==> src/verilog/chan_seq_regs.vh <==
// Contract
// [RULE1] Bit 23 admits slot; reset admits slot zero only
// [RULE2] Start lowest admitted, ascend, wrap to lowest
// [RULE3] Result written loads channel number into status
// [RULE4] Bits 22:20 pick one of eight setups
// [RULE5] Each channel applies its own setup selection
// [RULE6] Bit 19 closes low-side switch for channel
// [RULE7] Power-down forces low-side switch open
// [RULE8] Standby opens switch unless standby allow set
// [RULE9] Slots at register indices 0x09 through 0x18
// [RULE10] Bit 18 enables limit watch if FIFO on
// [RULE11] Switch and setup follow channel being converted
`ifndef CHAN_SEQ_REGS_VH
`define CHAN_SEQ_REGS_VH

// Register indices; byte address is four times the index
`define CTRL_IDX 6'h00
`define STAT_IDX 6'h01
`define SLOT_FIRST_IDX 6'h09
`define SLOT_LAST_IDX 6'h18

// Slot field positions
`define SLOT_EN_BIT 23
`define SLOT_SETUP_HI 22
`define SLOT_SETUP_LO 20
`define SLOT_SW_BIT 19
`define SLOT_WATCH_BIT 18
`define SLOT_WIDTH 24

// Slot reset values
`define SLOT0_RESET 24'h800100
`define SLOTN_RESET 24'h000100

// Control register fields
`define CTRL_RUN_BIT 0
`define CTRL_PM_HI 2
`define CTRL_PM_LO 1
`define CTRL_ALLOW_BIT 3
`define CTRL_RESET 32'h00000000

// Power modes
`define PM_ACTIVE 2'h0
`define PM_STANDBY 2'h1
`define PM_DOWN 2'h2

// Status register fields
`define STAT_CHAN_HI 3
`define STAT_CHAN_LO 0
`define STAT_RUN_BIT 4

// AXI responses
`define RESP_OKAY 2'h0
`define RESP_SLVERR 2'h2

`endif

==> src/verilog/channel_pick.v <==
`timescale 1ns/10ps
// Finds the first admitted slot and the admitted slot after the current one
module channel_pick #(
  parameter SLOTS = 16
) (
  input wire [SLOTS-1:0] i_admit,
  input wire [3:0] i_cur,
  output reg o_any,
  output reg [3:0] o_first,
  output reg [3:0] o_next
);

  // Lowest set bit of a mask at or above a start position
  function [4:0] lowest_from;
    input [SLOTS-1:0] mask;
    input [4:0] start;
    integer k;
    begin
      lowest_from = 5'h10;
      for (k = SLOTS - 1; k >= 0; k = k - 1) begin
        if (mask[k] && (k >= start)) begin
          lowest_from = k[4:0];
        end
      end
    end
  endfunction

  reg [4:0] above; // Next admitted slot strictly above current
  reg [4:0] low;   // Lowest admitted slot overall

  // Ascend from current, wrap to lowest when nothing above
  always @* begin
    low = lowest_from(i_admit, 5'h00);
    above = lowest_from(i_admit, {1'b0, i_cur} + 5'h01);
    o_any = ~low[4];
    o_first = low[3:0];
    if (!above[4]) begin
      o_next = above[3:0]; // [RULE2]
    end else begin
      o_next = low[3:0]; // [RULE2]
    end
  end

endmodule

==> src/verilog/channel_sequence_config.v <==
`timescale 1ns/10ps
`include "chan_seq_regs.vh"
// Channel slot configuration and sequencer with AXI4-Lite register access
module channel_sequence_config #(
  parameter SLOTS = 16,
  parameter ADDR_W = 8
) (
  input wire I_CLK,
  input wire I_RST_N,
  input wire I_CE,
  // AXI4-Lite write address
  input wire [ADDR_W-1:0] I_AWADDR,
  input wire I_AWVALID,
  output wire O_AWREADY,
  // AXI4-Lite write data
  input wire [31:0] I_WDATA,
  input wire [3:0] I_WSTRB,
  input wire I_WVALID,
  output wire O_WREADY,
  // AXI4-Lite write response
  output wire [1:0] O_BRESP,
  output wire O_BVALID,
  input wire I_BREADY,
  // AXI4-Lite read address
  input wire [ADDR_W-1:0] I_ARADDR,
  input wire I_ARVALID,
  output wire O_ARREADY,
  // AXI4-Lite read data
  output wire [31:0] O_RDATA,
  output wire [1:0] O_RRESP,
  output wire O_RVALID,
  input wire I_RREADY,
  // Converter side, same clock domain
  input wire I_CONV_DONE,
  input wire I_FIFO_EN,
  output wire O_SEQ_ACTIVE,
  output wire [3:0] O_CUR_CHAN,
  output wire [2:0] O_SETUP_SEL,
  output wire O_LIMIT_WATCH,
  output wire O_LOW_SIDE_SWITCH_PIN
);

  // Slot storage, one 24-bit word per channel
  reg [`SLOT_WIDTH-1:0] slot_q [0:SLOTS-1];
  reg [31:0] ctrl_q;        // Run, power mode, standby allow
  reg [3:0] stat_chan_q;    // Channel of last written result

  // Write channel holding state
  reg aw_hold_q;
  reg [ADDR_W-1:0] aw_addr_q;
  reg w_hold_q;
  reg [31:0] w_data_q;
  reg [3:0] w_strb_q;
  reg awready_q;
  reg wready_q;
  reg bvalid_q;
  reg [1:0] bresp_q;

  // Read channel state
  reg arready_q;
  reg rvalid_q;
  reg [31:0] rdata_q;
  reg [1:0] rresp_q;

  // Sequencer state
  reg run_seen_q;           // Sequence was running last cycle
  reg active_q;             // A channel is being converted
  reg [3:0] cur_q;          // Channel being converted
  reg [2:0] setup_q;        // Setup latched for current channel
  reg sw_req_q;             // Switch bit latched for current channel
  reg watch_req_q;          // Limit watch bit latched for current channel
  reg switch_q;             // Low-side switch drive
  reg watch_q;              // Limit watch drive

  wire [SLOTS-1:0] admit;
  wire pick_any;
  wire [3:0] pick_first;
  wire [3:0] pick_next;

  // Gather admit bits of all slots
  genvar g;
  generate
    for (g = 0; g < SLOTS; g = g + 1) begin : admit_gather
      assign admit[g] = slot_q[g][`SLOT_EN_BIT]; // [RULE1]
    end
  endgenerate

  channel_pick #(
    .SLOTS(SLOTS)
  ) u_pick (
    .i_admit(admit),
    .i_cur(cur_q),
    .o_any(pick_any),
    .o_first(pick_first),
    .o_next(pick_next)
  );

  // Is a word index inside the slot window
  function is_slot;
    input [5:0] idx;
    begin
      is_slot = (idx >= `SLOT_FIRST_IDX) && (idx <= `SLOT_LAST_IDX); // [RULE9]
    end
  endfunction

  // Slot number from a word index
  function [3:0] slot_of;
    input [5:0] idx;
    reg [5:0] diff;
    begin
      diff = idx - `SLOT_FIRST_IDX;
      slot_of = diff[3:0]; // [RULE9]
    end
  endfunction

  // Byte-lane merge of a write into an old word
  function [31:0] merge;
    input [31:0] old;
    input [31:0] data;
    input [3:0] strb;
    integer b;
    begin
      merge = old;
      for (b = 0; b < 4; b = b + 1) begin
        if (strb[b]) begin
          merge[b*8 +: 8] = data[b*8 +: 8];
        end
      end
    end
  endfunction

  wire [5:0] wr_idx = aw_addr_q[7:2];
  wire [5:0] rd_idx = I_ARADDR[7:2];
  // Merged slot word; its top byte is dropped on purpose when stored
  wire [31:0] slot_merged = merge({8'h00, slot_q[slot_of(wr_idx)]},
                                  w_data_q, w_strb_q);
  wire do_write = aw_hold_q && w_hold_q && !bvalid_q;
  wire aw_take = I_AWVALID && awready_q;
  wire w_take = I_WVALID && wready_q;
  wire ar_take = I_ARVALID && arready_q;
  wire run_now = ctrl_q[`CTRL_RUN_BIT] &&
                 (ctrl_q[`CTRL_PM_HI:`CTRL_PM_LO] == `PM_ACTIVE);
  wire [1:0] pmode = ctrl_q[`CTRL_PM_HI:`CTRL_PM_LO];

  // Write address and data are taken independently, either order
  always @(posedge I_CLK) begin
    if (!I_RST_N) begin
      aw_hold_q <= 1'b0;
      aw_addr_q <= {ADDR_W{1'b0}};
      w_hold_q <= 1'b0;
      w_data_q <= 32'h00000000;
      w_strb_q <= 4'h0;
      awready_q <= 1'b0;
      wready_q <= 1'b0;
      bvalid_q <= 1'b0;
      bresp_q <= `RESP_OKAY;
    end else if (I_CE) begin
      if (aw_take) begin
        aw_hold_q <= 1'b1;
        aw_addr_q <= I_AWADDR;
      end
      if (w_take) begin
        w_hold_q <= 1'b1;
        w_data_q <= I_WDATA;
        w_strb_q <= I_WSTRB;
      end
      if (do_write) begin
        // Commit and answer; unmapped words get SLVERR
        aw_hold_q <= 1'b0;
        w_hold_q <= 1'b0;
        bvalid_q <= 1'b1;
        if (is_slot(wr_idx) || wr_idx == `CTRL_IDX ||
            wr_idx == `STAT_IDX) begin
          bresp_q <= `RESP_OKAY;
        end else begin
          bresp_q <= `RESP_SLVERR;
        end
      end else if (bvalid_q && I_BREADY) begin
        bvalid_q <= 1'b0;
      end
      // Each ready only while its own channel holds nothing and no response waits
      awready_q <= !(aw_hold_q || aw_take) && !bvalid_q && !do_write;
      wready_q <= !(w_hold_q || w_take) && !bvalid_q && !do_write;
    end
  end

  // Register storage updates on a committed write
  integer s;
  always @(posedge I_CLK) begin
    if (!I_RST_N) begin
      ctrl_q <= `CTRL_RESET;
      for (s = 0; s < SLOTS; s = s + 1) begin
        if (s == 0) begin
          slot_q[s] <= `SLOT0_RESET; // [RULE1]
        end else begin
          slot_q[s] <= `SLOTN_RESET; // [RULE1]
        end
      end
    end else if (I_CE && do_write) begin
      if (is_slot(wr_idx)) begin
        // Bits above 23 are not stored
        slot_q[slot_of(wr_idx)] <= slot_merged[`SLOT_WIDTH-1:0];
      end else if (wr_idx == `CTRL_IDX) begin
        // Only the defined control bits are kept
        ctrl_q <= merge(ctrl_q, w_data_q, w_strb_q) & 32'h0000000f;
      end
    end
  end

  // Read path answers one cycle after the address is taken
  always @(posedge I_CLK) begin
    if (!I_RST_N) begin
      arready_q <= 1'b0;
      rvalid_q <= 1'b0;
      rdata_q <= 32'h00000000;
      rresp_q <= `RESP_OKAY;
    end else if (I_CE) begin
      if (ar_take) begin
        rvalid_q <= 1'b1;
        arready_q <= 1'b0;
        rresp_q <= `RESP_OKAY;
        if (is_slot(rd_idx)) begin
          rdata_q <= {8'h00, slot_q[slot_of(rd_idx)]};
        end else if (rd_idx == `CTRL_IDX) begin
          rdata_q <= ctrl_q;
        end else if (rd_idx == `STAT_IDX) begin
          // Last result channel and running flag
          rdata_q <= {27'h0000000, active_q, stat_chan_q};
        end else begin
          rdata_q <= 32'h00000000;
          rresp_q <= `RESP_SLVERR;
        end
      end else if (rvalid_q && I_RREADY) begin
        rvalid_q <= 1'b0;
        arready_q <= 1'b1;
      end else if (!rvalid_q) begin
        arready_q <= 1'b1;
      end
    end
  end

  // Sequencer: start at lowest admitted, advance on each result
  always @(posedge I_CLK) begin
    if (!I_RST_N) begin
      run_seen_q <= 1'b0;
      active_q <= 1'b0;
      cur_q <= 4'h0;
      setup_q <= 3'h0;
      sw_req_q <= 1'b0;
      watch_req_q <= 1'b0;
      stat_chan_q <= 4'h0;
    end else if (I_CE) begin
      run_seen_q <= run_now;
      if (I_CONV_DONE && active_q) begin
        // Tag the finished result with its channel
        stat_chan_q <= cur_q; // [RULE3]
      end
      if (!run_now || !pick_any) begin
        // Stopped, or nothing admitted: nothing converts
        active_q <= 1'b0;
      end else if (!run_seen_q || !active_q) begin
        // Fresh start always from the lowest admitted slot
        active_q <= 1'b1;
        cur_q <= pick_first; // [RULE2]
        setup_q <= slot_q[pick_first][`SLOT_SETUP_HI:`SLOT_SETUP_LO]; // [RULE4]
        sw_req_q <= slot_q[pick_first][`SLOT_SW_BIT]; // [RULE11]
        watch_req_q <= slot_q[pick_first][`SLOT_WATCH_BIT];
      end else if (I_CONV_DONE) begin
        // Each channel brings its own setup and switch choice
        cur_q <= pick_next; // [RULE2]
        setup_q <= slot_q[pick_next][`SLOT_SETUP_HI:`SLOT_SETUP_LO]; // [RULE5]
        sw_req_q <= slot_q[pick_next][`SLOT_SW_BIT]; // [RULE11]
        watch_req_q <= slot_q[pick_next][`SLOT_WATCH_BIT];
      end
    end
  end

  // Switch and limit watch drives; power modes override the switch at once
  always @(posedge I_CLK) begin
    if (!I_RST_N) begin
      switch_q <= 1'b0;
      watch_q <= 1'b0;
    end else if (I_CE) begin
      watch_q <= active_q && watch_req_q && I_FIFO_EN; // [RULE10]
      case (pmode)
        `PM_DOWN: begin
          switch_q <= 1'b0; // [RULE7]
        end
        `PM_STANDBY: begin
          // Channel bit only counts while standby allow is set
          switch_q <= ctrl_q[`CTRL_ALLOW_BIT] && sw_req_q; // [RULE8]
        end
        `PM_ACTIVE: begin
          switch_q <= active_q && sw_req_q; // [RULE6]
        end
        default: begin
          // Undefined mode is treated as safe: switch open
          switch_q <= 1'b0;
        end
      endcase
    end
  end

  // Outputs straight from flops
  assign O_AWREADY = awready_q;
  assign O_WREADY = wready_q;
  assign O_BVALID = bvalid_q;
  assign O_BRESP = bresp_q;
  assign O_ARREADY = arready_q;
  assign O_RVALID = rvalid_q;
  assign O_RDATA = rdata_q;
  assign O_RRESP = rresp_q;
  assign O_SEQ_ACTIVE = active_q;
  assign O_CUR_CHAN = cur_q;
  assign O_SETUP_SEL = setup_q;
  assign O_LIMIT_WATCH = watch_q;
  assign O_LOW_SIDE_SWITCH_PIN = switch_q;

endmodule

==> config.mk <==
export PLATFORM = sky130hd
export DESIGN_NAME = channel_sequence_config
export DESIGN_NICKNAME = d
export VERILOG_FILES = /design/src/verilog/channel_pick.v /design/src/verilog/channel_sequence_config.v
export VERILOG_INCLUDE_DIRS = /design/src /design/src/verilog
export SDC_FILE = /design/constraint.sdc
export NUM_CORES = 1
export LEC_CHECK = 0
export BUFFER_PORTS_ARGS = -buffer_cell sky130_fd_sc_hd__clkbuf_2
export CORE_ASPECT_RATIO = 1.25
export CORE_MARGIN = 5
export CORE_UTILIZATION = 62
export DETAILED_ROUTE_END_ITERATION = 7
export HOLD_SLACK_MARGIN = 0.06
export PLACE_DENSITY_LB_ADDON = 0.15
export SYNTH_ARGS = -nofsm -noshare
export SYNTH_HDL_FRONTEND = slang
export SYNTH_SLANG_ARGS = --single-unit
==> constraint.sdc <==
create_clock -name I_CLK -period 5.2 [get_ports I_CLK]
set_input_delay 0.78 -clock I_CLK [delete_from_list [all_inputs] [get_ports I_CLK]]
set_output_delay 0.78 -clock I_CLK [all_outputs]
set_load 0.05 [all_outputs]
Word level (Yosys, flattened, before mapping). Memory sizes are Yosys's and may differ from the RTL's. Cells that the tools add are included.

Output and inout port bits: 51. Memory bits (writable): 384. Bits in registers: 99. Logic and storage cells: 204. Input port bits: 62. Memories: 1.

Memories: slot_q (words 16, bits a word 24, read ports 19, clocked after memory_dff 0, write ports 16, RTL line channel_sequence_config.v:44) `` reg [`SLOT_WIDTH-1:0] slot_q [0:SLOTS-1]; ``.

Bitwise operators: 2. Add/subtract/negate cells: 3. Order comparisons: 20. Reductions and logical operators: 75. Equal/unequal tests: 7. Mux-type cells: 73.

Operators with widths (number): 2-to-1 mux 5 bit (34); 2-to-1 mux 24 bit (2); greater-or-equal comparator 4 x 5 -> 1 bit, first input constant (8); logical AND 1 bit (36); AND reduction 2 bit (14); 2-to-1 mux 8 bit (3); OR reduction 24 bit (1); 2-to-1 mux 1 bit (22); greater-or-equal comparator 3 x 5 -> 1 bit, first input constant (4); 2-to-1 mux 4 bit (4); == test 6 x 1 -> 1 bit, second input constant (2); greater-or-equal comparator 6 x 4 -> 1 bit, second input constant (2); less-or-equal comparator 6 x 5 -> 1 bit, second input constant (2); zero test 6 bit (2); nonzero test 2 bit (6); greater-or-equal comparator 1 x 5 -> 1 bit, first input constant (2); greater-or-equal comparator 2 x 5 -> 1 bit, first input constant (2); 2-to-1 mux 3 bit (3); 2-to-1 mux 2 bit (4); subtractor 4 bit, second input constant (2); zero test 1 bit (7); logical OR 1 bit (6); adder 4 x 1 -> 5 bit, second input constant (1); AND reduction 4 bit (1); other kinds (7) (10).

Logic depth before layout (Yosys ltp). Gate-level depths: netlist (run 1). An unclocked memory read counts as a cell.

Depth after elaboration: 23. Gate-level depth with buffers: 17. Depth with buffers taken out: 12.

Hierarchy. From an unflattened synthesis (run 1), not the netlist that was laid out.

Cell total of the unflattened synthesis: 1837. Area, all modules: 24368.4 um^2.

By module, submodules not included: channel_sequence_config (area each 23288.6 um^2, sequential area each 13272.7 um^2, times used 1, cells an instance 1668); channel_pick (area each 1079.8 um^2, sequential area each 0.0 um^2, times used 1, cells an instance 169).

Worst setup path after synthesis (run 1). Ideal clock, no wire load.

Kind: in2reg. From: in I_ARADDR[2]. To: reg rdata_q[14], in the netlist O_RDATA[14]. Path buffers: 8. Data arrival time: 4780 ps. Data required time: 5083 ps. Library setup time: 117 ps. Setup slack: 303 ps. Stages on the path: 14. Cell sequence: clkbuf_1 -> buf_2 -> buf_2 -> buf_1 -> inv_1 -> ha_1 -> clkbuf_1 -> clkbuf_1 -> clkbuf_1 -> clkbuf_1 -> mux4_2 -> mux2i_1 -> nand2_1 -> a32o_1.

Longest elaborated chain between the ends: 3. Elaborated cells between the ends (all ways): 6. Classes of those cells: 1 x add/sub; 2 x order compare; 1 x mux; 1 x reduce/logical; 1 x memory.

Ends and longest elaborated chain: start: declaration (RTL line channel_sequence_config.v:25) `input wire [ADDR_W-1:0] I_ARADDR,`; subtractor 4 bit (no line), or another cell as far along; memory read (16 x 24 bit) / logical AND 1 bit (equally long branches); 2-to-1 mux 24 bit (*) (RTL line channel_sequence_config.v:222) `if (is_slot(rd_idx)) begin`; end signal: assignment (RTL line channel_sequence_config.v:223) `rdata_q <= {8'h00, slot_q[slot_of(rd_idx)]};`; end signal: assignment (RTL line channel_sequence_config.v:225) `rdata_q <= ctrl_q;`; end signal: assignment (RTL line channel_sequence_config.v:228) `rdata_q <= {27'h0000000, active_q, stat_chan_q};`; end: declaration (RTL line channel_sequence_config.v:62) `reg [31:0] rdata_q;`.

Mark *: on every way between the ends. The rest lies on a longest branch, timed or not. A chain may end at the register's enable or synchronous reset.

Worst setup path in the final report (run 1).
From: reg cur_q[1], in the netlist O_CUR_CHAN[1]. To: reg setup_q[0], in the netlist O_SETUP_SEL[0].

Longest elaborated chain between the ends: 23. Elaborated cells between the ends (all ways): 53. Classes of those cells: 1 x add/sub; 16 x order compare; 19 x mux; 16 x reduce/logical; 1 x memory.

Ends and longest elaborated chain: start: declaration (RTL line channel_sequence_config.v:68) `reg [3:0] cur_q;`; start signal: assignment (RTL line channel_sequence_config.v:264) `cur_q <= pick_first;`; start signal: assignment (RTL line channel_sequence_config.v:270) `cur_q <= pick_next;`; adder 4 x 1 -> 5 bit (*) (RTL line channel_pick.v:34) `above = lowest_from(i_admit, {1'b0, i_cur} + 5'h01);`; greater-or-equal comparator 4 x 5 -> 1 bit (RTL line channel_pick.v:21) `if (mask[k] && (k >= start)) begin`; logical AND 1 bit (RTL line channel_pick.v:21); 2-to-1 mux 5 bit (15 in a row) (RTL line channel_pick.v:21); 2-to-1 mux 5 bit (*) (RTL line channel_pick.v:21); 2-to-1 mux 4 bit (*) (RTL line channel_pick.v:37) `if (!above[4]) begin`; memory read (16 x 24 bit) (*); 2-to-1 mux 3 bit (*) (RTL line channel_sequence_config.v:268) `end else if (I_CONV_DONE) begin`; 2-to-1 mux 3 bit (*) (RTL line channel_sequence_config.v:261) `end else if (!run_seen_q || !active_q) begin`; end signal: assignment (RTL line channel_sequence_config.v:265) `` setup_q <= slot_q[pick_first][`SLOT_SETUP_HI:`SLOT_SETUP_LO]; ``; end signal: assignment (RTL line channel_sequence_config.v:271) `` setup_q <= slot_q[pick_next][`SLOT_SETUP_HI:`SLOT_SETUP_LO]; ``; end: declaration (RTL line channel_sequence_config.v:69) `reg [2:0] setup_q;`.

Mark *: on every way between the ends. The rest lies on a longest branch, timed or not. The select of a mux whose other input is x is not followed.

==> results by group, run 1 <==
Outcome
  • Status: completed

Synthesis
  • Sequential share of the synthesized area: 55.6%
  • Area leader, netlist: edfxtp_1
  • #FFs+latches synth: approximately 470
  • Mapped Cells: roughly 2000
  • Yosys synthesis warning count: 0
  • Syn avg cell area: between 10 and 15 um2
  • Top cells by area, synth: edfxtp_1 48%, mux4_2 9.5%, and2_1 9.5%
  • Number of flops mapped to enable cells by yosys: 384
  • Yosys cell types: 83
  • Cell Area, Synth: roughly 24000 um2
  • Prevailing post-synth register cell: edfxtp_1
  • Proportion of netlist area held by the largest area contributor: 48.3%
  • Asr flop ratio synth: 0%

Worst setup path
  • CP max stage delay: around 0.70 ns
  • Slowest cell on the critical path: a311oi_2
  • CP arrival: 5.11 ns
  • Critical setup path kind: reg -> reg
  • Worst r2r dst: O_SETUP_SEL[0]$_SDFFE_PN0P_
  • CP cell instances: ha_1 -> mux2_2 -> o221ai_1 -> o21ai_0 -> a311oi_2 -> a22o_1 -> buf_4 -> mux4_2 -> a22o_1 -> nor3_2 -> a211oi_1
  • R2R depth: 11
  • R2R Setup Slk: 0.52 ns
  • CP Launch Point: O_CUR_CHAN[1]$_SDFFE_PN0P_
  • Worst EP required: about 5.6 ns
  • Crit path capture: O_SETUP_SEL[0]$_SDFFE_PN0P_
  • CP Max Fanout: 14
  • CP Launch Type: register
  • CP Capture Type: register
  • Most used cell, CP: a22o_1
  • R2r startpoint: O_CUR_CHAN[1]$_SDFFE_PN0P_

Global routing
  • Met2 usage in global routing: around 55%
  • Antenna violations before repair: 0
  • Global-route wire length before repair: 99900 um
  • Met1 GRT Util: between 30 and 40%
  • Largest net degree at the start of global routing: 86
  • Congestion Overflow GR: 0
  • Met3 Resource Use GR: under 10%
  • Vias in the first global route: around 17000
  • Gr busiest metal: met2
  • All-Layer GR Usage: a little under a third

Clocking
  • CTS tree: yes
  • CTS H-tree lvls: 2
  • Post-CTS Setup Bufs: 0
  • Clock Tree Buf Depth: 3
  • Cts bufs inserted: 46
  • Worst-Skew Late Latency: approximately 0.57 ns
  • Resized Gates After CTS: 0
  • Hold buffers post-CTS: 0
  • Num Clock Sinks: around 470
  • Clk root buf: clkbuf_16
  • Worst-path clk slew: 0.06 ns

Route
  • Post-route ant nets: 0
  • WL/cell: around 26 um
  • Drt initial violations: 1577
  • Routed wire length: approximately 66000 um
  • Vias post-DR: ~16000
  • DRC Markers: 0
  • Vias/cell: roughly 6.4
  • Drt first pass iters: 6

Cells and area
  • Final Non-Filler Cells: 2572
  • Synthesis-to-finish area growth: 11.1%
  • Fillers: ~2700
  • Ant. Diodes: 0
  • Final net count: 2111
  • Final instance area: 26500 um2
  • Share of layout cells above drive strength 1: between 10% and 20%
  • Layout Utilization: 69.6%

Pwr
  • Cell Pwr Density: 313 nW/um2
  • Comb pwr share: between 8 and 9%
  • Internal power: about 6.4 mW
  • Switching share of total power: 23.4%
  • Peak supply drop: 291 uV
  • Register share of total power: approximately 51%
  • Net switching power: around 2 mW
  • Leak: a little under 10 nW
  • Clock Power Share: just over 40%

Timing
  • Final hold vios: 0
  • Slew HR: between 30 and 40%
  • Worst Skew: around 0.020 ns
  • Final WS setup: roughly 0.52 ns
  • Setup tns final: 0 ns
  • Fmax: around 210 MHz
  • Final Setup Violations: 0
  • Final Cycle Share: 89.9%
  • Measured slew at the worst slew-check pin: ~0.94 ns
  • RSZ-0062 raised after global routing: no
  • Tmin final: 4.68 ns
  • Max Slew Vio Count: 0

Placement
  • Post-placement setup slack: approximately 0.60 ns
  • GP Congestion: around 1.0
  • Number of instances in the placed design: about 2500
  • PortBufs: 89
  • Dpl cell area: about 25000 um2
  • DPL Wire Length: 45900 um

Die
  • Site Rows: 80
  • Starting Density: a little over three fifths
  • Core ar.: 38100 um2
  • IO Pins: 113
  • DIE AREA: between 40000 and 50000 um2
  • Overall die width: 186 um
  • Chip Height: 229 um

Worst hold path
  • Hold_sp: I_WDATA[5]
  • Worst min path class: in -> reg

Flow run
  • Maxcap violations: 0
[critical path, delay by kind of cell, from the launching register on]
kind,cells,cell delay (ns)
AO/OA/AOI/OAI,6,2.11
AND/OR/NAND/NOR,1,0.11
multiplexers,2,0.89
buffers and inverters,1,0.25
flip-flops,1,0.63
adder cells (fa/ha/maj),1,0.54
[flip-flops by register name (all words and copies together) (netlist names), 3 cells and up]
signal and count:
ctrl_q 4, stat_chan_q 4, aw_addr_q 6, O_RDATA 24
O_CUR_CHAN 4, w_strb_q 3, slot_q 384, w_data_q 24
O_SETUP_SEL 3
[cells by family after synthesis]
| kind of cell | after synthesis | synth area share, % |
|---|---|---|
| AND/OR/NAND/NOR | 812 | 18.5 |
| flip-flops | 471 | 55.6 |
| AO/OA/AOI/OAI | 308 | 9.41 |
| buffers and inverters | 178 | 3.22 |
| multiplexers | 174 | 12.7 |
| XOR/XNOR | 8 | 0.293 |
| adder cells (fa/ha/maj) | 7 | 0.367 |
| other | 1 | 0.0157 |
[how the worst min path moves through the flow]
| stage | endpoint | cells past startpoint |
|---|---|---|
| global placement | O_RDATA[14]$_SDFFE_PN0P_ | 1 |
| floorplan | w_strb_q[2]$_SDFFE_PN0P_ | 2 |
| CTS | w_strb_q[1]$_SDFFE_PN0P_ | 3 |
| global route | w_data_q[17]$_SDFFE_PN0P_ | 3 |
| finish | w_data_q[5]$_SDFFE_PN0P_ | 3 |
| detailed placement | O_RDATA[21]$_SDFFE_PN0P_ | 1 |
[stage by stage]
step           total power [mW]  hold slack (ns)
3_5_place_dp               5.03            0.459
3_3_place_gp               5.01            0.461
6_report                   8.30            0.439
4_1_cts                    8.32            0.427
5_1_grt                    8.53            0.459
2_1_floorplan              4.77            0.452
[routing by layer]
metal	share of wire (%)	vias up
li1	-	7394
met1	37	8214
met2	52	700
met3	6.3	165
met4	4.5	0
met5	0	-
[cells in the final DEF (no fill, tap or decap), types with 36 or more instances in the layout]
cell | Yosys | layout
mux4_2 | 101 | 101
o21ai_0 | 72 | 72
nand2_1 | 194 | 194
nand3_1 | 36 | 36
nor2_1 | 76 | 75
buf_4 | 14 | 88
clkbuf_2 | 0 | 87
and3_1 | 39 | 39
clkbuf_16 | 0 | 47
mux2i_1 | 68 | 68
edfxtp_1 | 384 | 384
and2_1 | 361 | 361
dfxtp_1 | 87 | 87
[cell usage after synthesis (all sizes together), types with 7 or more instances]
cell type  number
edfxtp        384
and2          363
nand2         194
clkbuf        103
mux4          102
dfxtp          87
nor2           76
o21ai          73
mux2i          68
buf            47
and3           40
nand3          37
a21oi          35
a211oi         34
a21boi         32
nor2b          29
inv            28
a32o           19
or3            18
nor3           15
a311oi         14
o211ai         14
nand2b         11
a221oi         10
o211a           9
a31oi           7
ha              7
nor4            7
[power groups by stage]
stage / combinational (mW) / clock, mW / sequential (mW)
floorplan: 0.465 / 0 / 4.31
global placement: 0.682 / 0 / 4.33
detailed placement: 0.695 / 0 / 4.34
CTS: 0.698 / 3.36 / 4.26
global route: 0.741 / 3.53 / 4.27
finish: 0.698 / 3.34 / 4.26
[layout make-up]
type	count	area, um2	share of cell area (%)
clock buffer	64	1290	4.86
clock inverter	22	220	0.830
inverter	28	105	0.396
multi-input combinational	1319	9930	37.4
sequential	471	13300	50.0
tap	492	616	2.32
timing repair buffer	176	1110	4.17
(Power assumes the default switching activity.)
==> run 2, diff against run 1 <==
--- a/config.mk
+++ b/config.mk
@@ -15,4 +15,5 @@
 export PLACE_DENSITY_LB_ADDON = 0.15
 export SYNTH_ARGS = -nofsm -noshare
 export SYNTH_HDL_FRONTEND = slang
+export SYNTH_HIERARCHICAL = 1
 export SYNTH_SLANG_ARGS = --single-unit
==> run 2 against run 1 <==
  * Highest routed layer unchanged
  * Largest power group unchanged
  * Sequential power about the same
  * Design area up 0.67%
  * Register-to-register slack worse by 0.03 ns
  * Sequential share of layout area down 0.33 points
  * Fmax down 0.66%
  * Clock power up 5%
  * Via count down 6.2%
  * Synthesized cell count down 6.2%
  * Sequential cell count unchanged
  * Area after synthesis up 2.0%
  * Worst setup slack worse by 0.031 ns
==> results by group, run 2 <==
Cells and area
  • Final instance area: about 27000 um2
  • Commonest non-fill, non-tap cells in the layout: 384 x edfxtp_1, 347 x and2_1, 173 x nand2_1
  • Final net count: 1943
  • Total area of sequential cells: 13300 um2
  • Commonest non-fill, non-tap cell in the layout: edfxtp_1
  • Fillers: about 2700
  • Synthesis-to-finish area growth: 9.66%
  • Max FFs per register: 384
  • Share of layout cells above drive strength 1: 21.0%
  • Ant. Diodes: 0
  • Most flop-heavy register: slot_q
  • Area of the multi-input gates: 10500 um2

Synthesis
  • Post-synth top cells: 384 x edfxtp_1, 347 x and2_1, 173 x nand2_1, 132 x mux4_2, 87 x dfxtp_1
  • Most common cell in the synthesized netlist: edfxtp_1
  • Top cells by area, synth: edfxtp_1 47%, mux4_2 12%, and2_1 8.9%
  • Cell Area, Synth: 24400 um2
  • Prevailing post-synth register cell: edfxtp_1
  • Yosys synthesis warning count: 6
  • Proportion of netlist area held by the largest area contributor: around 47%
  • Yosys cell types: 82
  • Asr flop ratio synth: 0%
  • Syn avg cell area: 13.3 um2
  • Mapped Cells: 1837
  • #FFs+latches synth: between 400 and 500
  • Number of flops mapped to enable cells by yosys: between 300 and 400
  • Sequential share of the synthesized area: between 50 and 60%
  • Area leader, netlist: edfxtp_1

Pwr
  • Switching share of total power: a little under a quarter
  • Net switching power: 1.94 mW
  • Comb pwr share: under 10%
  • Leak: 10.3 nW
  • Peak supply drop: approximately 240 uV
  • Internal power: approximately 6.5 mW
  • Register share of total power: between 50% and 60%
  • Cell Pwr Density: between 300 and 400 nW/um2
  • Clock Power Share: around two fifths

Timing
  • Slew HR: 19.8%
  • Final hold vios: 0
  • Max Slew Vio Count: 0
  • Final Setup Violations: 0
  • Tmin final: approximately 4.7 ns
  • Worst Skew: 0.0133 ns
  • Setup tns final: 0 ns
  • Fmax: ~210 MHz
  • Final Cycle Share: 90.5%
  • RSZ-0062 raised after global routing: no
  • Measured slew at the worst slew-check pin: between 1 and 1.5 ns

Die
  • Site Rows: 81
  • Core ar.: 39000 um2
  • Overall die width: roughly 190 um
  • Chip Height: between 200 and 250 um
  • Starting Density: ~62%
  • IO Pins: about 110
  • DIE AREA: ~43000 um2

Clocking
  • Clock Tree Buf Depth: 3
  • Post-CTS Setup Bufs: 0
  • Resized Gates After CTS: 0
  • Clk root buf: clkbuf_16
  • Hold buffers post-CTS: 0
  • CTS tree: yes
  • Cts bufs inserted: 46
  • Worst-path clk slew: ~0.070 ns
  • CTS H-tree lvls: 2
  • Worst-Skew Late Latency: about 0.57 ns
  • Num Clock Sinks: approximately 470

Worst setup path
  • Critical setup path kind: reg -> reg
  • CP arrival: roughly 5.2 ns
  • CP Launch Type: register
  • CP Max Fanout: 13
  • Worst EP required: between 5 and 6 ns
  • CP Capture Type: register

Placement
  • Dpl cell area: 25100 um2
  • DPL Wire Length: 41300 um
  • PortBufs: approximately 90
  • GP Congestion: 0.872

Global routing
  • Antenna violations before repair: 0
  • Vias in the first global route: roughly 16000
  • Congestion Overflow GR: 0
  • Global-route wire length before repair: roughly 94000 um
  • All-Layer GR Usage: 28.3%
  • Largest net degree at the start of global routing: a little under 60

Route
  • Routed wire length: approximately 60000 um
  • Drt first pass iters: 6
  • Drt initial violations: between 1000 and 1500
  • DRC Markers: 0
  • WL/cell: ~25 um
  • Vias/cell: around 6.4
  • Vias post-DR: between 15000 and 20000
  • Post-route ant nets: 0

Flow run
  • Maxcap violations: 0

Outcome
  • Status: completed

Worst hold path
  • Worst min path class: in -> reg
run 2: cell types whose count changed in the layout (fill, tap and decap cells not counted), sizes merged, moves of 22 or more:
| cell | change |
|---|---|
| a211oi | -29 |
| a21boi | -30 |
| a21oi | +24 |
| buf | -57 |
| mux4 | +30 |
| nand2b | +62 |
| nand3 | +22 |
| nor2 | -24 |
| nor4 | +46 |
| o21ai | -58 |
run 2: final cells by class:
| type | count | area share, % |
|---|---|---|
| clock buffers | 69 | 5.25 |
| clock inverters | 16 | 0.749 |
| inverters | 19 | 0.267 |
| multi-input cells | 1216 | 39.1 |
| flip-flops and latches | 471 | 49.7 |
| well taps | 498 | 2.33 |
| repair buffers | 120 | 2.61 |
run 2: layer usage:
metal  vias to the layer above  track usage [%]  routed length [um]  part of all wire, %
met3                       161             4.28                3930                  6.4
met1                      7742             34.9               22500                   37
met5                         -                0                   0                    0
met2                       642             49.7               31700                   52
li1                       6904                -                   -                    -
met4                         0             12.4                2950                  4.8
run 2: power groups by stage:
stage / clock (mW) / combinational (mW) / sequential (mW)
after floorplan: 0 / 0.472 / 4.30
after global placement: 0 / 0.657 / 4.32
after detailed placement: 0 / 0.666 / 4.33
after CTS: 3.56 / 0.669 / 4.25
after global routing: 3.72 / 0.710 / 4.26
final: 3.52 / 0.668 / 4.25
run 2: final timing paths:
| check | from | end | slack [ns] | cells past startpoint |
|---|---|---|---|---|
| hold / removal | I_WDATA[11] | w_data_q[11]$_SDFFE_PN0P_ | 0.42 | 3 |
| hold reg to reg | w_strb_q[1]$_SDFFE_PN0P_ | w_strb_q[1]$_SDFFE_PN0P_ | 0.46 | 2 |
| setup / recovery | O_CUR_CHAN[1]$_SDFFE_PN0P_ | O_SETUP_SEL[0]$_SDFFE_PN0P_ | 0.49 | 12 |
| setup reg to reg | O_CUR_CHAN[1]$_SDFFE_PN0P_ | O_SETUP_SEL[0]$_SDFFE_PN0P_ | 0.49 | 12 |
run 2: kinds of logic after synthesis:
family / Yosys count / synth area share, %
flops: 471 / 54.5
other cells: 1 / 0.0154
compound gates: 175 / 5.18
buf+inv: 159 / 3.34
mux: 187 / 14.5
fa+ha+maj: 7 / 0.359
xor+xnor: 8 / 0.288
simple gates: 829 / 21.9
run 2: worst max-delay path, stage by stage, from the launching register on:
cell and delay (ns):
dfxtp_1 0.61, ha_1 0.48, and2_2 0.31, a2111oi_1 0.65, nor2_1 0.12, o221a_2 0.31
o31a_2 0.13, o32ai_4 0.71, buf_4 0.28, mux4_2 0.50, o22ai_1 0.16, a21oi_1 0.06
a32o_1 0.26
run 2: stage by stage:
step | total power [mW] | hold WS (ns) | worst slack (ns) | utilization [%] | instances
6_report | 8.44 | 0.424 | 0.493 | 68.5 | 2409
5_1_grt | 8.69 | 0.415 | 0.152 | 68.5 | 2409
4_1_cts | 8.48 | 0.406 | 0.517 | 68.5 | 2409
3_5_place_dp | 4.99 | 0.454 | 0.534 | 64.4 | 2324
3_3_place_gp | 4.98 | 0.447 | 0.628 | 64.4 | 2324
2_1_floorplan | 4.77 | 0.429 | 0.698 | - | 1846
